**config.mk**
```make
export PLATFORM = sky130hd
export DESIGN_NAME = pfs_pin_mux
export DESIGN_NICKNAME = d
export VERILOG_FILES = /design/src/include/pfs_pkg.sv /design/src/rtl/pfs_pin_mux.sv
export VERILOG_INCLUDE_DIRS = /design/src /design/src/include
export SDC_FILE = /design/constraint.sdc
export NUM_CORES = 1
export LEC_CHECK = 0
export BUFFER_PORTS_ARGS = -buffer_cell sky130_fd_sc_hd__buf_2
export CAP_MARGIN = 20
export CORE_MARGIN = 4
export CORE_UTILIZATION = 37
export DETAILED_ROUTE_END_ITERATION = 8
export HOLD_SLACK_MARGIN = 0.1
export PLACE_DENSITY = 0.66
export SLEW_MARGIN = 20
export SYNTH_ARGS = -nofsm -noshare
export SYNTH_HDL_FRONTEND = slang
export SYNTH_SLANG_ARGS = --single-unit
export TNS_END_PERCENT = 30
```
**constraint.sdc**
```tcl
create_clock -name clock -period 1.6 [get_ports clock]
set_input_delay 0 -clock clock [delete_from_list [all_inputs] [get_ports clock]]
set_output_delay 0 -clock clock [all_outputs]
set_load 0.01 [all_outputs]
```
**src/include/pfs_defines.svh**
```systemverilog
// constants for the port E upper pin function select block
`ifndef PFS_DEFINES_SVH
`define PFS_DEFINES_SVH

// ==========================================================
// register access
`define PFS_ADDR_W 8
`define PFS_DATA_W 16
`define PFS_OFS_FUNC 8'h00
`define PFS_RST_VAL 16'h0000
`define PFS_READ_IDLE 16'h0000

// ==========================================================
// field layout: pin n field at bit (n-8)*stride
`define PFS_NUM_PINS 4
`define PFS_FIELD_W 3
`define PFS_FIELD_STRIDE 4
`define PFS_RSV_MASK 16'h8888

// ==========================================================
// mode codes
`define PFS_CODE_PORT 3'h0
`define PFS_CODE_TIMER 3'h1

`endif

```
**src/include/pfs_pkg.sv**
```systemverilog
// types for the port E upper pin function select block
`include "pfs_defines.svh"

package pfs_pkg;
    typedef enum logic [`PFS_FIELD_W-1:0] {
        PFS_MODE_PORT = `PFS_CODE_PORT,
        PFS_MODE_TIMER = `PFS_CODE_TIMER
    } pfs_mode_t;

    typedef logic [`PFS_ADDR_W-1:0] pfs_addr_t;
    typedef logic [`PFS_DATA_W-1:0] pfs_data_t;
    typedef logic [`PFS_FIELD_W-1:0] pfs_field_t;
endpackage

```
**src/rtl/pfs_pin_mux.sv**
```systemverilog
// pin function select and routing for port E pins 8 to 11
//
// Notes on behaviour
// - pin 10: 000 port, 001 timer C
// - reserved bits always read as zero
// - pin 9: 000 port, 001 timer B
// - pin 8 field bits 2:0, RW, reset 0
// - pin 8: 000 port, 001 timer A
// - pin 9 and 10 fields RW, reset 0
// - pin 11: 000 port, 001 timer D
`include "pfs_defines.svh"

module pfs_pin_mux #(
    parameter int NUM_PINS = `PFS_NUM_PINS
) (
    input wire logic clock,
    input wire logic rst,
    // register port
    input wire pfs_pkg::pfs_addr_t regAddr,
    input wire pfs_pkg::pfs_data_t regWrData,
    input wire logic regWrEn,
    input wire logic regRdEn,
    output pfs_pkg::pfs_data_t regRdData,
    // pins, index 0 is pin 8
    input wire logic [NUM_PINS-1:0] pinIn,
    output logic [NUM_PINS-1:0] pinOut,
    output logic [NUM_PINS-1:0] pinOe,
    // port logic side
    input wire logic [NUM_PINS-1:0] portOut,
    input wire logic [NUM_PINS-1:0] portOe,
    output logic [NUM_PINS-1:0] portIn,
    // timer channel 3 side, index 0 is channel A
    input wire logic [NUM_PINS-1:0] timerOut,
    input wire logic [NUM_PINS-1:0] timerOe,
    output logic [NUM_PINS-1:0] timerIn
);
    import pfs_pkg::*;

    // ==========================================================
    // elaboration check
    if (NUM_PINS != `PFS_NUM_PINS) begin : g_bad_pins
        $error("pfs_pin_mux serves exactly four pins");
    end

    // ==========================================================
    // function register
    pfs_data_t funcReg;
    pfs_data_t funcNext;
    pfs_data_t rdDataReg;
    pfs_data_t rdDataNext;
    logic hitFunc;

    assign hitFunc = (regAddr == `PFS_OFS_FUNC);

    always_comb begin
        funcNext = funcReg;
        rdDataNext = `PFS_READ_IDLE;
        if (regWrEn && hitFunc) begin
            // reserved bits are never stored
            funcNext = regWrData & ~`PFS_RSV_MASK;
        end
        if (regRdEn && hitFunc) begin
            rdDataNext = funcReg & ~`PFS_RSV_MASK;
        end
    end

    always_ff @(posedge clock) begin
        if (rst) begin
            funcReg <= `PFS_RST_VAL;
            rdDataReg <= `PFS_READ_IDLE;
        end else begin
            funcReg <= funcNext;
            rdDataReg <= rdDataNext;
        end
    end

    assign regRdData = rdDataReg;

    // ==========================================================
    // per-pin routing
    pfs_field_t pinMode [NUM_PINS];
    logic [NUM_PINS-1:0] syncA;
    logic [NUM_PINS-1:0] syncB;
    logic [NUM_PINS-1:0] pinOutReg;
    logic [NUM_PINS-1:0] pinOutNext;
    logic [NUM_PINS-1:0] pinOeReg;
    logic [NUM_PINS-1:0] pinOeNext;
    logic [NUM_PINS-1:0] portInReg;
    logic [NUM_PINS-1:0] portInNext;
    logic [NUM_PINS-1:0] timerInReg;
    logic [NUM_PINS-1:0] timerInNext;

    for (genvar i = 0; i < NUM_PINS; i++) begin : g_pin
        assign pinMode[i] =
            funcReg[i*`PFS_FIELD_STRIDE +: `PFS_FIELD_W];
    end

    // one process, so each next vector has a single driver
    always_comb begin
        pinOutNext = '0;
        pinOeNext = '0;
        portInNext = '0;
        timerInNext = '0;
        for (int i = 0; i < NUM_PINS; i++) begin
            // codes 000 and 001 only; others are prohibited
            case (pinMode[i])
                PFS_MODE_PORT: begin
                    pinOutNext[i] = portOut[i];
                    pinOeNext[i] = portOe[i];
                    portInNext[i] = syncB[i];
                end
                PFS_MODE_TIMER: begin
                    pinOutNext[i] = timerOut[i];
                    pinOeNext[i] = timerOe[i];
                    timerInNext[i] = syncB[i];
                end
                default: begin
                    // prohibited code: pin floats, nobody sees it
                    pinOeNext[i] = 1'b0;
                end
            endcase
        end
    end

    always_ff @(posedge clock) begin
        if (rst) begin
            syncA <= '0;
            syncB <= '0;
            pinOutReg <= '0;
            pinOeReg <= '0;
            portInReg <= '0;
            timerInReg <= '0;
        end else begin
            // pin levels are asynchronous to clock
            syncA <= pinIn;
            syncB <= syncA;
            pinOutReg <= pinOutNext;
            pinOeReg <= pinOeNext;
            portInReg <= portInNext;
            timerInReg <= timerInNext;
        end
    end

    assign pinOut = pinOutReg;
    assign pinOe = pinOeReg;
    assign portIn = portInReg;
    assign timerIn = timerInReg;

    // ==========================================================
    // assertions
    AST_PIN10_ROUTE: assert property (
        @(posedge clock) disable iff (rst)
        pinMode[2] == `PFS_CODE_TIMER |=>
            pinOe[2] == $past(timerOe[2]) &&
            pinOut[2] == $past(timerOut[2]))
        else $error("pin 10 not routed to timer C");

    AST_RSV_ZERO: assert property (
        @(posedge clock) disable iff (rst)
        (regWrEn && hitFunc) ##1 (regRdEn && hitFunc) |=>
            regRdData == ($past(regWrData, 2) & ~`PFS_RSV_MASK))
        else $error("read back wrong or reserved bit set");

    AST_PIN9_ROUTE: assert property (
        @(posedge clock) disable iff (rst)
        pinMode[1] == `PFS_CODE_PORT |=>
            pinOe[1] == $past(portOe[1]) &&
            pinOut[1] == $past(portOut[1]))
        else $error("pin 9 not routed to port");

    AST_PIN8_FIELD: assert property (
        @(posedge clock) disable iff (rst)
        regWrEn && hitFunc |=>
            pinMode[0] == $past(regWrData[`PFS_FIELD_W-1:0]))
        else $error("pin 8 field not written at bits 2:0");

    AST_PIN8_ROUTE: assert property (
        @(posedge clock) disable iff (rst)
        pinMode[0] == `PFS_CODE_TIMER |=>
            pinOe[0] == $past(timerOe[0]) &&
            pinOut[0] == $past(timerOut[0]))
        else $error("pin 8 not routed to timer A");

    AST_RESET_PORT: assert property (
        @(posedge clock) disable iff (rst)
        $past(rst) |-> pinMode[1] == `PFS_CODE_PORT &&
            pinMode[2] == `PFS_CODE_PORT && regRdData == '0)
        else $error("pin 9 or 10 not port after reset");

    AST_PIN11_ROUTE: assert property (
        @(posedge clock) disable iff (rst)
        pinMode[3] == `PFS_CODE_TIMER |=>
            pinOe[3] == $past(timerOe[3]) && portIn[3] == 1'b0)
        else $error("pin 11 not routed to timer D");

    AST_IN_STEER: assert property (
        @(posedge clock) disable iff (rst)
        !$past(rst) && !$past(rst, 2) && !$past(rst, 3) &&
        $past(pinMode[0] == `PFS_CODE_PORT) |->
            portIn[0] == $past(pinIn[0], 3) && timerIn[0] == 1'b0)
        else $error("pin 8 input not steered to port");

    AST_TIMER_IN: assert property (
        @(posedge clock) disable iff (rst)
        !$past(rst) && !$past(rst, 2) && !$past(rst, 3) &&
        $past(pinMode[1] == `PFS_CODE_TIMER) |->
            timerIn[1] == $past(pinIn[1], 3) && portIn[1] == 1'b0)
        else $error("pin 9 input not steered to timer B");

    // ==========================================================
    // routing of the other mode on each pin, plus the pin 11 timer output
    AST_PIN8_PORT: assert property (
        @(posedge clock) disable iff (rst)
        pinMode[0] == `PFS_CODE_PORT |=>
            pinOe[0] == $past(portOe[0]) &&
            pinOut[0] == $past(portOut[0]))
        else $error("pin 8 not routed to port");

    AST_PIN9_TIMER: assert property (
        @(posedge clock) disable iff (rst)
        pinMode[1] == `PFS_CODE_TIMER |=>
            pinOe[1] == $past(timerOe[1]) &&
            pinOut[1] == $past(timerOut[1]))
        else $error("pin 9 not routed to timer B");

    AST_PIN10_PORT: assert property (
        @(posedge clock) disable iff (rst)
        pinMode[2] == `PFS_CODE_PORT |=>
            pinOe[2] == $past(portOe[2]) &&
            pinOut[2] == $past(portOut[2]))
        else $error("pin 10 not routed to port");

    AST_PIN11_PORT: assert property (
        @(posedge clock) disable iff (rst)
        pinMode[3] == `PFS_CODE_PORT |=>
            pinOe[3] == $past(portOe[3]) &&
            pinOut[3] == $past(portOut[3]))
        else $error("pin 11 not routed to port");

    AST_PIN11_OUT: assert property (
        @(posedge clock) disable iff (rst)
        pinMode[3] == `PFS_CODE_TIMER |=>
            pinOut[3] == $past(timerOut[3]))
        else $error("pin 11 output not taken from timer D");

    // prohibited codes float the pin; a choice, the rules leave it open
    for (genvar k = 0; k < NUM_PINS; k++) begin : g_float
        AST_FLOAT: assert property (
            @(posedge clock) disable iff (rst)
            pinMode[k] != `PFS_CODE_PORT &&
            pinMode[k] != `PFS_CODE_TIMER |=>
                !pinOe[k] && !pinOut[k] && !portIn[k] && !timerIn[k])
            else $error("prohibited code does not float the pin");
    end

    // ==========================================================
    // register bus assertions
    AST_RSV_READ: assert property (
        @(posedge clock) disable iff (rst)
        (regRdData & `PFS_RSV_MASK) == '0)
        else $error("reserved bit read as one");

    AST_RSV_STORE: assert property (
        @(posedge clock) disable iff (rst)
        (funcReg & `PFS_RSV_MASK) == '0)
        else $error("reserved bit stored");

    AST_RD_IDLE: assert property (
        @(posedge clock) disable iff (rst)
        !(regRdEn && hitFunc) |=> regRdData == '0)
        else $error("read data shown outside its slot");

    AST_RD_DATA: assert property (
        @(posedge clock) disable iff (rst)
        regRdEn && hitFunc |=>
            regRdData == ($past(funcReg) & ~`PFS_RSV_MASK))
        else $error("read data differs from stored fields");

    AST_UNMAPPED_WR: assert property (
        @(posedge clock) disable iff (rst)
        regWrEn && !hitFunc |=> $stable(funcReg))
        else $error("write to other address changed fields");

    AST_FUNC_HOLD: assert property (
        @(posedge clock) disable iff (rst)
        !regWrEn |=> $stable(funcReg))
        else $error("fields changed without a write");

    AST_PIN9_FIELD: assert property (
        @(posedge clock) disable iff (rst)
        regWrEn && hitFunc |=> pinMode[1] ==
            $past(regWrData[`PFS_FIELD_STRIDE +: `PFS_FIELD_W]))
        else $error("pin 9 field not written");

    AST_PIN10_FIELD: assert property (
        @(posedge clock) disable iff (rst)
        regWrEn && hitFunc |=> pinMode[2] ==
            $past(regWrData[2*`PFS_FIELD_STRIDE +: `PFS_FIELD_W]))
        else $error("pin 10 field not written");

    AST_PIN11_FIELD: assert property (
        @(posedge clock) disable iff (rst)
        regWrEn && hitFunc |=> pinMode[3] ==
            $past(regWrData[3*`PFS_FIELD_STRIDE +: `PFS_FIELD_W]))
        else $error("pin 11 field not written");
endmodule

```
# Word level (Yosys, flattened, before mapping)
# Cells that the tools add are included.
# word_totals
register_bits	52
output_inout_bits	32
word_cells	52
# classes
n_mux	8
reduce_logical	16
n_eq_ne	4
bitwise_logic	9
# ops
cell	n
2-bit OR reduction	9
1-bit one-hot mux with 2 select lines	8
3-bit by 1-bit == test with 1-bit output (second input constant)	4
3-bit zero test	4
1-bit inverter	9
8-bit zero test	1
1-bit logical AND	2

# Logic depth before layout (Yosys ltp)
# Gate-level depths: netlist of the first run.
# logic_depth
ltp_word	4
mapped_depth	4
mapped_depth_nobuf	3

# Worst setup path after synthesis of the first run
# No wires, ideal clock.
# synth_path
path_kind	input -> register
startpoint	input port regAddr[5]
endpoint	register funcReg[10]
path_buffers	1
stages	4
t_required_ps	1528
arrival_ps	1161
slack_ps	367
path_cell_list	or4_4 > nor3_4 > buf_12 > mux2i_1
# synth_between
elab_chain_cells	2
# synth_lines
item	line	source
start, declared	pfs_pin_mux.sv:19	input wire pfs_pkg::pfs_addr_t regAddr,
8-bit zero test (no source line)	n/a	
1-bit logical AND	pfs_pin_mux.sv:58	if (regWrEn && hitFunc) begin
end signal, assigned	pfs_pin_mux.sv:69	funcReg <= `PFS_RST_VAL;
end signal, assigned	pfs_pin_mux.sv:72	funcReg <= funcNext;
end, declared	pfs_pin_mux.sv:47	pfs_data_t funcReg;
# Every way passes these cells.
# A chain may end at the register's enable or synchronous reset.

# Final worst setup path of the first run
# layout_path
startpoint	register funcReg[0]
endpoint	register pinOeReg[0] (netlist: pinOe[0])
# layout_between
elab_chain_cells	2
elab_cells_between_ends	3
# layout_lines
item	line	source
3-bit by 1-bit == test with 1-bit output / 3-bit zero test (equally long branches)	pfs_pin_mux.sv:106	case (pinMode[i])
1-bit one-hot mux with 2 select lines *	pfs_pin_mux.sv:106	
end signal, assigned	pfs_pin_mux.sv:138	pinOeReg <= pinOeNext;
end, declared	pfs_pin_mux.sv:86	logic [NUM_PINS-1:0] pinOeReg;
# Every way passes the cells marked *; elsewhere a longest branch is shown, timed or not.

==> metrics.txt, run 1 <==
status completed; main flop type after synthesis dfxtp_1; CTS Buffer Depth 2; Layout Cells excl Fill just over 300; drt total wl 3630 um; setup tns final 0 ps; power density over cell area around 850 nW/um^2; H-tree depth 2; final hold violations 0; Global Route met1 Usage ~14%; Die Y ~76 um; CTS tree built; DRT antenna net count 0; synth warn 0; die area 5770 um^2; Buf/Inv on CP 1; Setup-failing EPs final 0; register area share after synthesis between 50 and 60%; CP Capture Type register; Reg2Reg Depth 3; Net count, final about 300; DRC errors left 0; period utilization about nine tenths; WL/cell 11.7 um; Layout area overhead 46.9%; vias per std cell between 4 and 5; Root Driver clkbuf_8; max incr delay on CP ~580 ps; ranking of synthesized cells by area dfxtp_1, mux2i_1, nand2b_1; largest net degree at the start of global routing 26; Core ar. between 4000 and 5000 um^2; leakage power ~0.0011 uW; number of global-route vias before repair ~1,300; CTS Buf Count 5; critical path depth in cells 3; Clock Skew 1.23 ps; met3 GRT Util about 5%; Worst Hold Depth 2; Initial DRC Count 17; Final Max Tran Viols 0; FF+latch count, synth 48; met2 GRT Util about a quarter; fmax ~700 MHz; max-cap violations 0; total global routing overflow 0; Crit path max-delay family buffers and inverters; peak supply drop slightly below 0.4 mV; Chip Width about 76 um; count leader, synth dfxtp_1; number of diodes 0; grt peak-use layer met2; routability cong. ~0.70; initial antenna violation count 0; starting density of the core 38.7%; # port buffers a little over 70; crit path max-delay cell type dlygate4sd3_1; post-synth design cell area about 1700 um^2; area share of the largest cell type after synthesis a little under three fifths; placed insts 271; Layout fillers around 390; worst skew pair latency between 200 and 300 ps; Yosys cell types 18; critical path startpoint category register; number of flops mapped to enable cells by yosys 0; synth cell count leaders dfxtp_1, nand2b_1, mux2i_1; area leader, netlist dfxtp_1; post-route minimum period roughly 1400 ps; synthesized netlist cell count approximately 150; Min-Delay Path Class input pin to register; kind of critical path register to register; Detailed Place HPWL about 2400 um; first-pass GRT wire length about 6200 um; I/O pin count 80; CTS Sinks 48; Tot GR Track Use between 10% and 20%; Worst EP arrival 1620 ps; via count 1,306; Core Rows 24; Mean Syn Cell Area approximately 11 um^2; RSZ-0062 raised after global routing no; share of cells above drive strength 1 approximately a third; post-CTS setup repair buffer count 0; Crit path required time around 1800 ps; Async SR Flop Fraction 0%; Reg clk slew, reported paths ~80 ps; First-pass DRT Iterations 2; crit-path max FO 6; Cell Chain, Critical Path mux2i_1, dlygate4sd3_1, nor2b_1
[registers in the layout, summed over array words and instances (netlist names)]
| signal | flops |
|---|---|
| timerIn | 4 |
| funcReg | 12 |
| pinOe | 4 |
| regRdData | 12 |
| syncB | 4 |
| portIn | 4 |
| syncA | 4 |
| pinOut | 4 |
[placed cells by master (no fill, tap or decap)]
master | netlist | routed
dlygate4sd3_1 | 0 | 32
clkbuf_8 | 0 | 6
inv_2 | 1 | 1
nor3_4 | 1 | 1
and3_1 | 4 | 4
nor2b_1 | 16 | 16
or4_4 | 2 | 2
buf_4 | 4 | 2
nor4b_4 | 1 | 1
clkbuf_1 | 4 | 2
conb_1 | 1 | 4
buf_2 | 0 | 71
nand2_1 | 4 | 4
and2_1 | 12 | 12
mux2i_1 | 20 | 20
nor2_1 | 4 | 4
buf_12 | 1 | 1
dfxtp_1 | 48 | 48
nor3_1 | 4 | 4
nand2b_1 | 24 | 24
[power breakdown]
part / switching, uW / internal, uW
clock network: 364 / 353
logic: 74.3 / 129
registers: 5.60 / 1220
[path summary, 6_finish.rpt]
path | from | endpoint | slack [ps]
setup / recovery | funcReg[0] | pinOe[0] | 170
hold / removal | rst | syncB[2] | 110
setup reg to reg | funcReg[0] | pinOe[0] | 170
hold reg to reg | syncB[1] | portIn[1] | 420
[cell type report]
class | count | area [um^2] | area share (%)
multi-input combinational | 96 | 678 | 27.0
sequential | 48 | 961 | 38.3
tap | 52 | 65.1 | 2.59
clock buffer | 8 | 90.1 | 3.59
inverter | 1 | 3.75 | 0.150
timing repair buffer | 106 | 711 | 28.3
[worst register-to-register path, delay by kind of cell (launching register included)]
| kind | cells | cell delay [ps] |
|---|---|---|
| and+or+nand+nor | 1 | 60 |
| muxes | 1 | 240 |
| buffers and inverters | 1 | 580 |
| DFF | 1 | 460 |
[layer usage]
metal  routed length [um]  share of wire [%]
met1                 1390                 38
met2                 1970                 54
met3                  202                5.6
met4                   74                2.0
met5                    0                  0
[metrics by stage]
stage	util (%)	total power, uW	setup slack [ps]	cell area [um^2]	hold slack (ps)
6_report	56.8	2140	167	2510	110
2_1_floorplan	-	1330	367	1720	128
3_5_place_dp	47.5	1390	271	2100	222
5_1_grt	56.8	2250	76.1	2510	136
3_3_place_gp	47.5	1390	284	2100	208
4_1_cts	56.8	2170	228	2510	110
[kinds of logic after synthesis]
group         after synthesis  share of synthesized area, %
buf+inv                    11                          4.69
flops                      48                          56.3
mux                        20                          11.7
other cells                 1                         0.220
simple gates               72                          27.1
[timing repair]
item                                   CTS  global route
gates resized for setup                  0             0
setup endpoints to repair                0             0
hold buffers                            32             0
endpoints found under the hold margin   24             0
(Power assumes the default switching activity.)
==> run 2, diff against run 1 <==
--- a/config.mk
+++ b/config.mk
@@ -8,11 +8,10 @@
 export LEC_CHECK = 0
 export BUFFER_PORTS_ARGS = -buffer_cell sky130_fd_sc_hd__buf_2
 export CAP_MARGIN = 20
-export CORE_MARGIN = 4
-export CORE_UTILIZATION = 37
+export CORE_MARGIN = 1
+export CORE_UTILIZATION = 35
 export DETAILED_ROUTE_END_ITERATION = 8
 export HOLD_SLACK_MARGIN = 0.1
-export PLACE_DENSITY = 0.66
 export SLEW_MARGIN = 20
 export SYNTH_ARGS = -nofsm -noshare
 export SYNTH_HDL_FRONTEND = slang
==> run 2 against run 1 <==
- utilization is 3.3 points lower
- hold slack better by 51 ps
- register-to-register slack better by 30 ps
- critical path type unchanged
- highest routed layer unchanged
==> metrics.txt, run 2 (same netlist as run 1, synthesis figures left out) <==
final worst slack 195 ps (+28.0 ps); status completed; routability cong. 0.669 (-4.7%); H-tree depth 2 (unchanged); Net count, final 306 (unchanged); Crit path required time 1780 ps (about the same); Reg power frac 56.9% (about the same); CTS Sinks 48 (unchanged); critical path startpoint category register; number of diodes 0 (unchanged); commonest non-fill, non-tap cell in the layout buf_2; Worst EP arrival 1590 ps (-30 ps); Reg clk slew, reported paths 80 ps (about the same); max-cap violations 0 (unchanged); Root Driver clkbuf_8; die area 5160 um^2 (-10%); Core Rows 25 (+4.2%); power density over cell area 850 nW/um^2 (-0.47%); Detailed Place HPWL 2160 um (-11%); crit-path max FO 6 (unchanged); CTS tree built; internal power 1700 uW (about the same); number of global-route vias before repair 1,246 (-5.0%); Core ar. 4720 um^2 (+7.0%); final hold violations 0 (unchanged); Chip Width 71.9 um (-5.4%); leakage power 0.00115 uW (unchanged); initial antenna violation count 0 (unchanged); Clock Power Share 33.6% (about the same); sw power 450 uW (+1.2%); Initial DRC Count 60 (+43); DRT antenna net count 0 (unchanged); worst skew pair latency 290 ps (about the same); drt total wl 3470 um (-4.4%); RSZ-0062 raised after global routing no; CTS Buf Count 5 (unchanged); switching share of power 20.9% (+0.20 points); setup tns final 0 ps (unchanged); via count 1,330 (+1.8%); DRC errors left 0 (unchanged); share of cells above drive strength 1 32.8% (unchanged); peak supply drop 0.338 mV (-14%); Setup-failing EPs final 0 (unchanged); Layout fillers 454 (+16%); Logic pwr share 9.5% (about the same); starting density of the core 36.2% (-2.5 points); kind of critical path register to register; Min-Delay Path Class input pin to register; post-placement setup slack 266 ps (-5.02 ps); CP Capture Type register; CTS Buffer Depth 2 (unchanged); Die Y 71.9 um (-5.4%); most frequent cells in the layout buf_2, dfxtp_1, dlygate4sd3_1, nand2b_1, mux2i_1; Tot GR Track Use 14.0% (+0.55 points); post-route minimum period 1410 ps (-28.0 ps); vias per std cell 4.08 (-2.8%); First-pass DRT Iterations 3 (+1); WL/cell 10.7 um (-8.8%); Clock Skew 2.59 ps (+1.35 ps); # port buffers 71 (unchanged); fmax 712 MHz (+2.0%); total global routing overflow 0 (unchanged); I/O pin count 80 (unchanged); Layout area overhead 48.0%; Final Max Tran Viols 0 (unchanged); first-pass GRT wire length 5450 um (-13%); largest net degree at the start of global routing 35 (+35%); period utilization 87.8% (-1.7 points)
==> run 2: cell counts in the layout (fill, tap and decap cells not counted) <==
No cell type changed its count.
==> run 2: stage by stage <==
step                utilization (%)  area, um^2  std cells  hold slack [ps]  total power, uW
global route                   53.5        2530        326              185             2240
global placement               44.8        2120        286              217             1390
detailed placement             44.8        2120        286              217             1390
floorplan                         -        1720        155              128             1330
finish                         53.5        2530        326              161             2150
CTS                            53.5        2530        326              162             2160
==> run 2: critical path: stages (launching register included) <==
cell           delay [ps]
dfxtp_1               450
mux2i_1               200
dlygate4sd3_1         590
nor2b_1                60
==> run 2: power by group through the flow <==
stage | sequential (uW) | clock, uW | combinational (uW)
6_report | 1220 | 722 | 204
5_1_grt | 1220 | 787 | 224
3_5_place_dp | 1250 | 0 | 141
4_1_cts | 1220 | 739 | 201
2_1_floorplan | 1260 | 0 | 67.8
3_3_place_gp | 1250 | 0 | 140
==> run 2: timing repair <==
item	CTS	global route
gates resized for setup	0	0
endpoints found under the hold margin	24	0
buffers inserted	0	0
hold buffers	32	0
==> run 2: metal layers <==
layer | global-route usage [%] | up-vias | wire [um]
li1 | - | 693 | -
met1 | 15.1 | 592 | 1490
met2 | 25.3 | 39 | 1780
met3 | 2.81 | 6 | 144
met4 | 7.84 | 0 | 63
met5 | 0 | - | 0
==> run 2: final cells by class <==
type	instances	area (um^2)	area share (%)
sequential	48	961	38.0
timing repair buffer	106	711	28.1
multi-input combinational	96	678	26.8
clock buffer	8	90.1	3.56
tap	67	83.8	3.32
inverter	1	3.75	0.149
==> run 2: path summary, 6_finish.rpt <==
| path | startpoint | end | slack, ps | cells after the start |
|---|---|---|---|---|
| max | funcReg[0] | pinOe[0] | 190 | 3 |
| min | rst | syncB[3] | 160 | 2 |
| min reg2reg | syncB[3] | portIn[3] | 430 | 2 |
| max reg2reg | funcReg[0] | pinOe[0] | 190 | 3 |
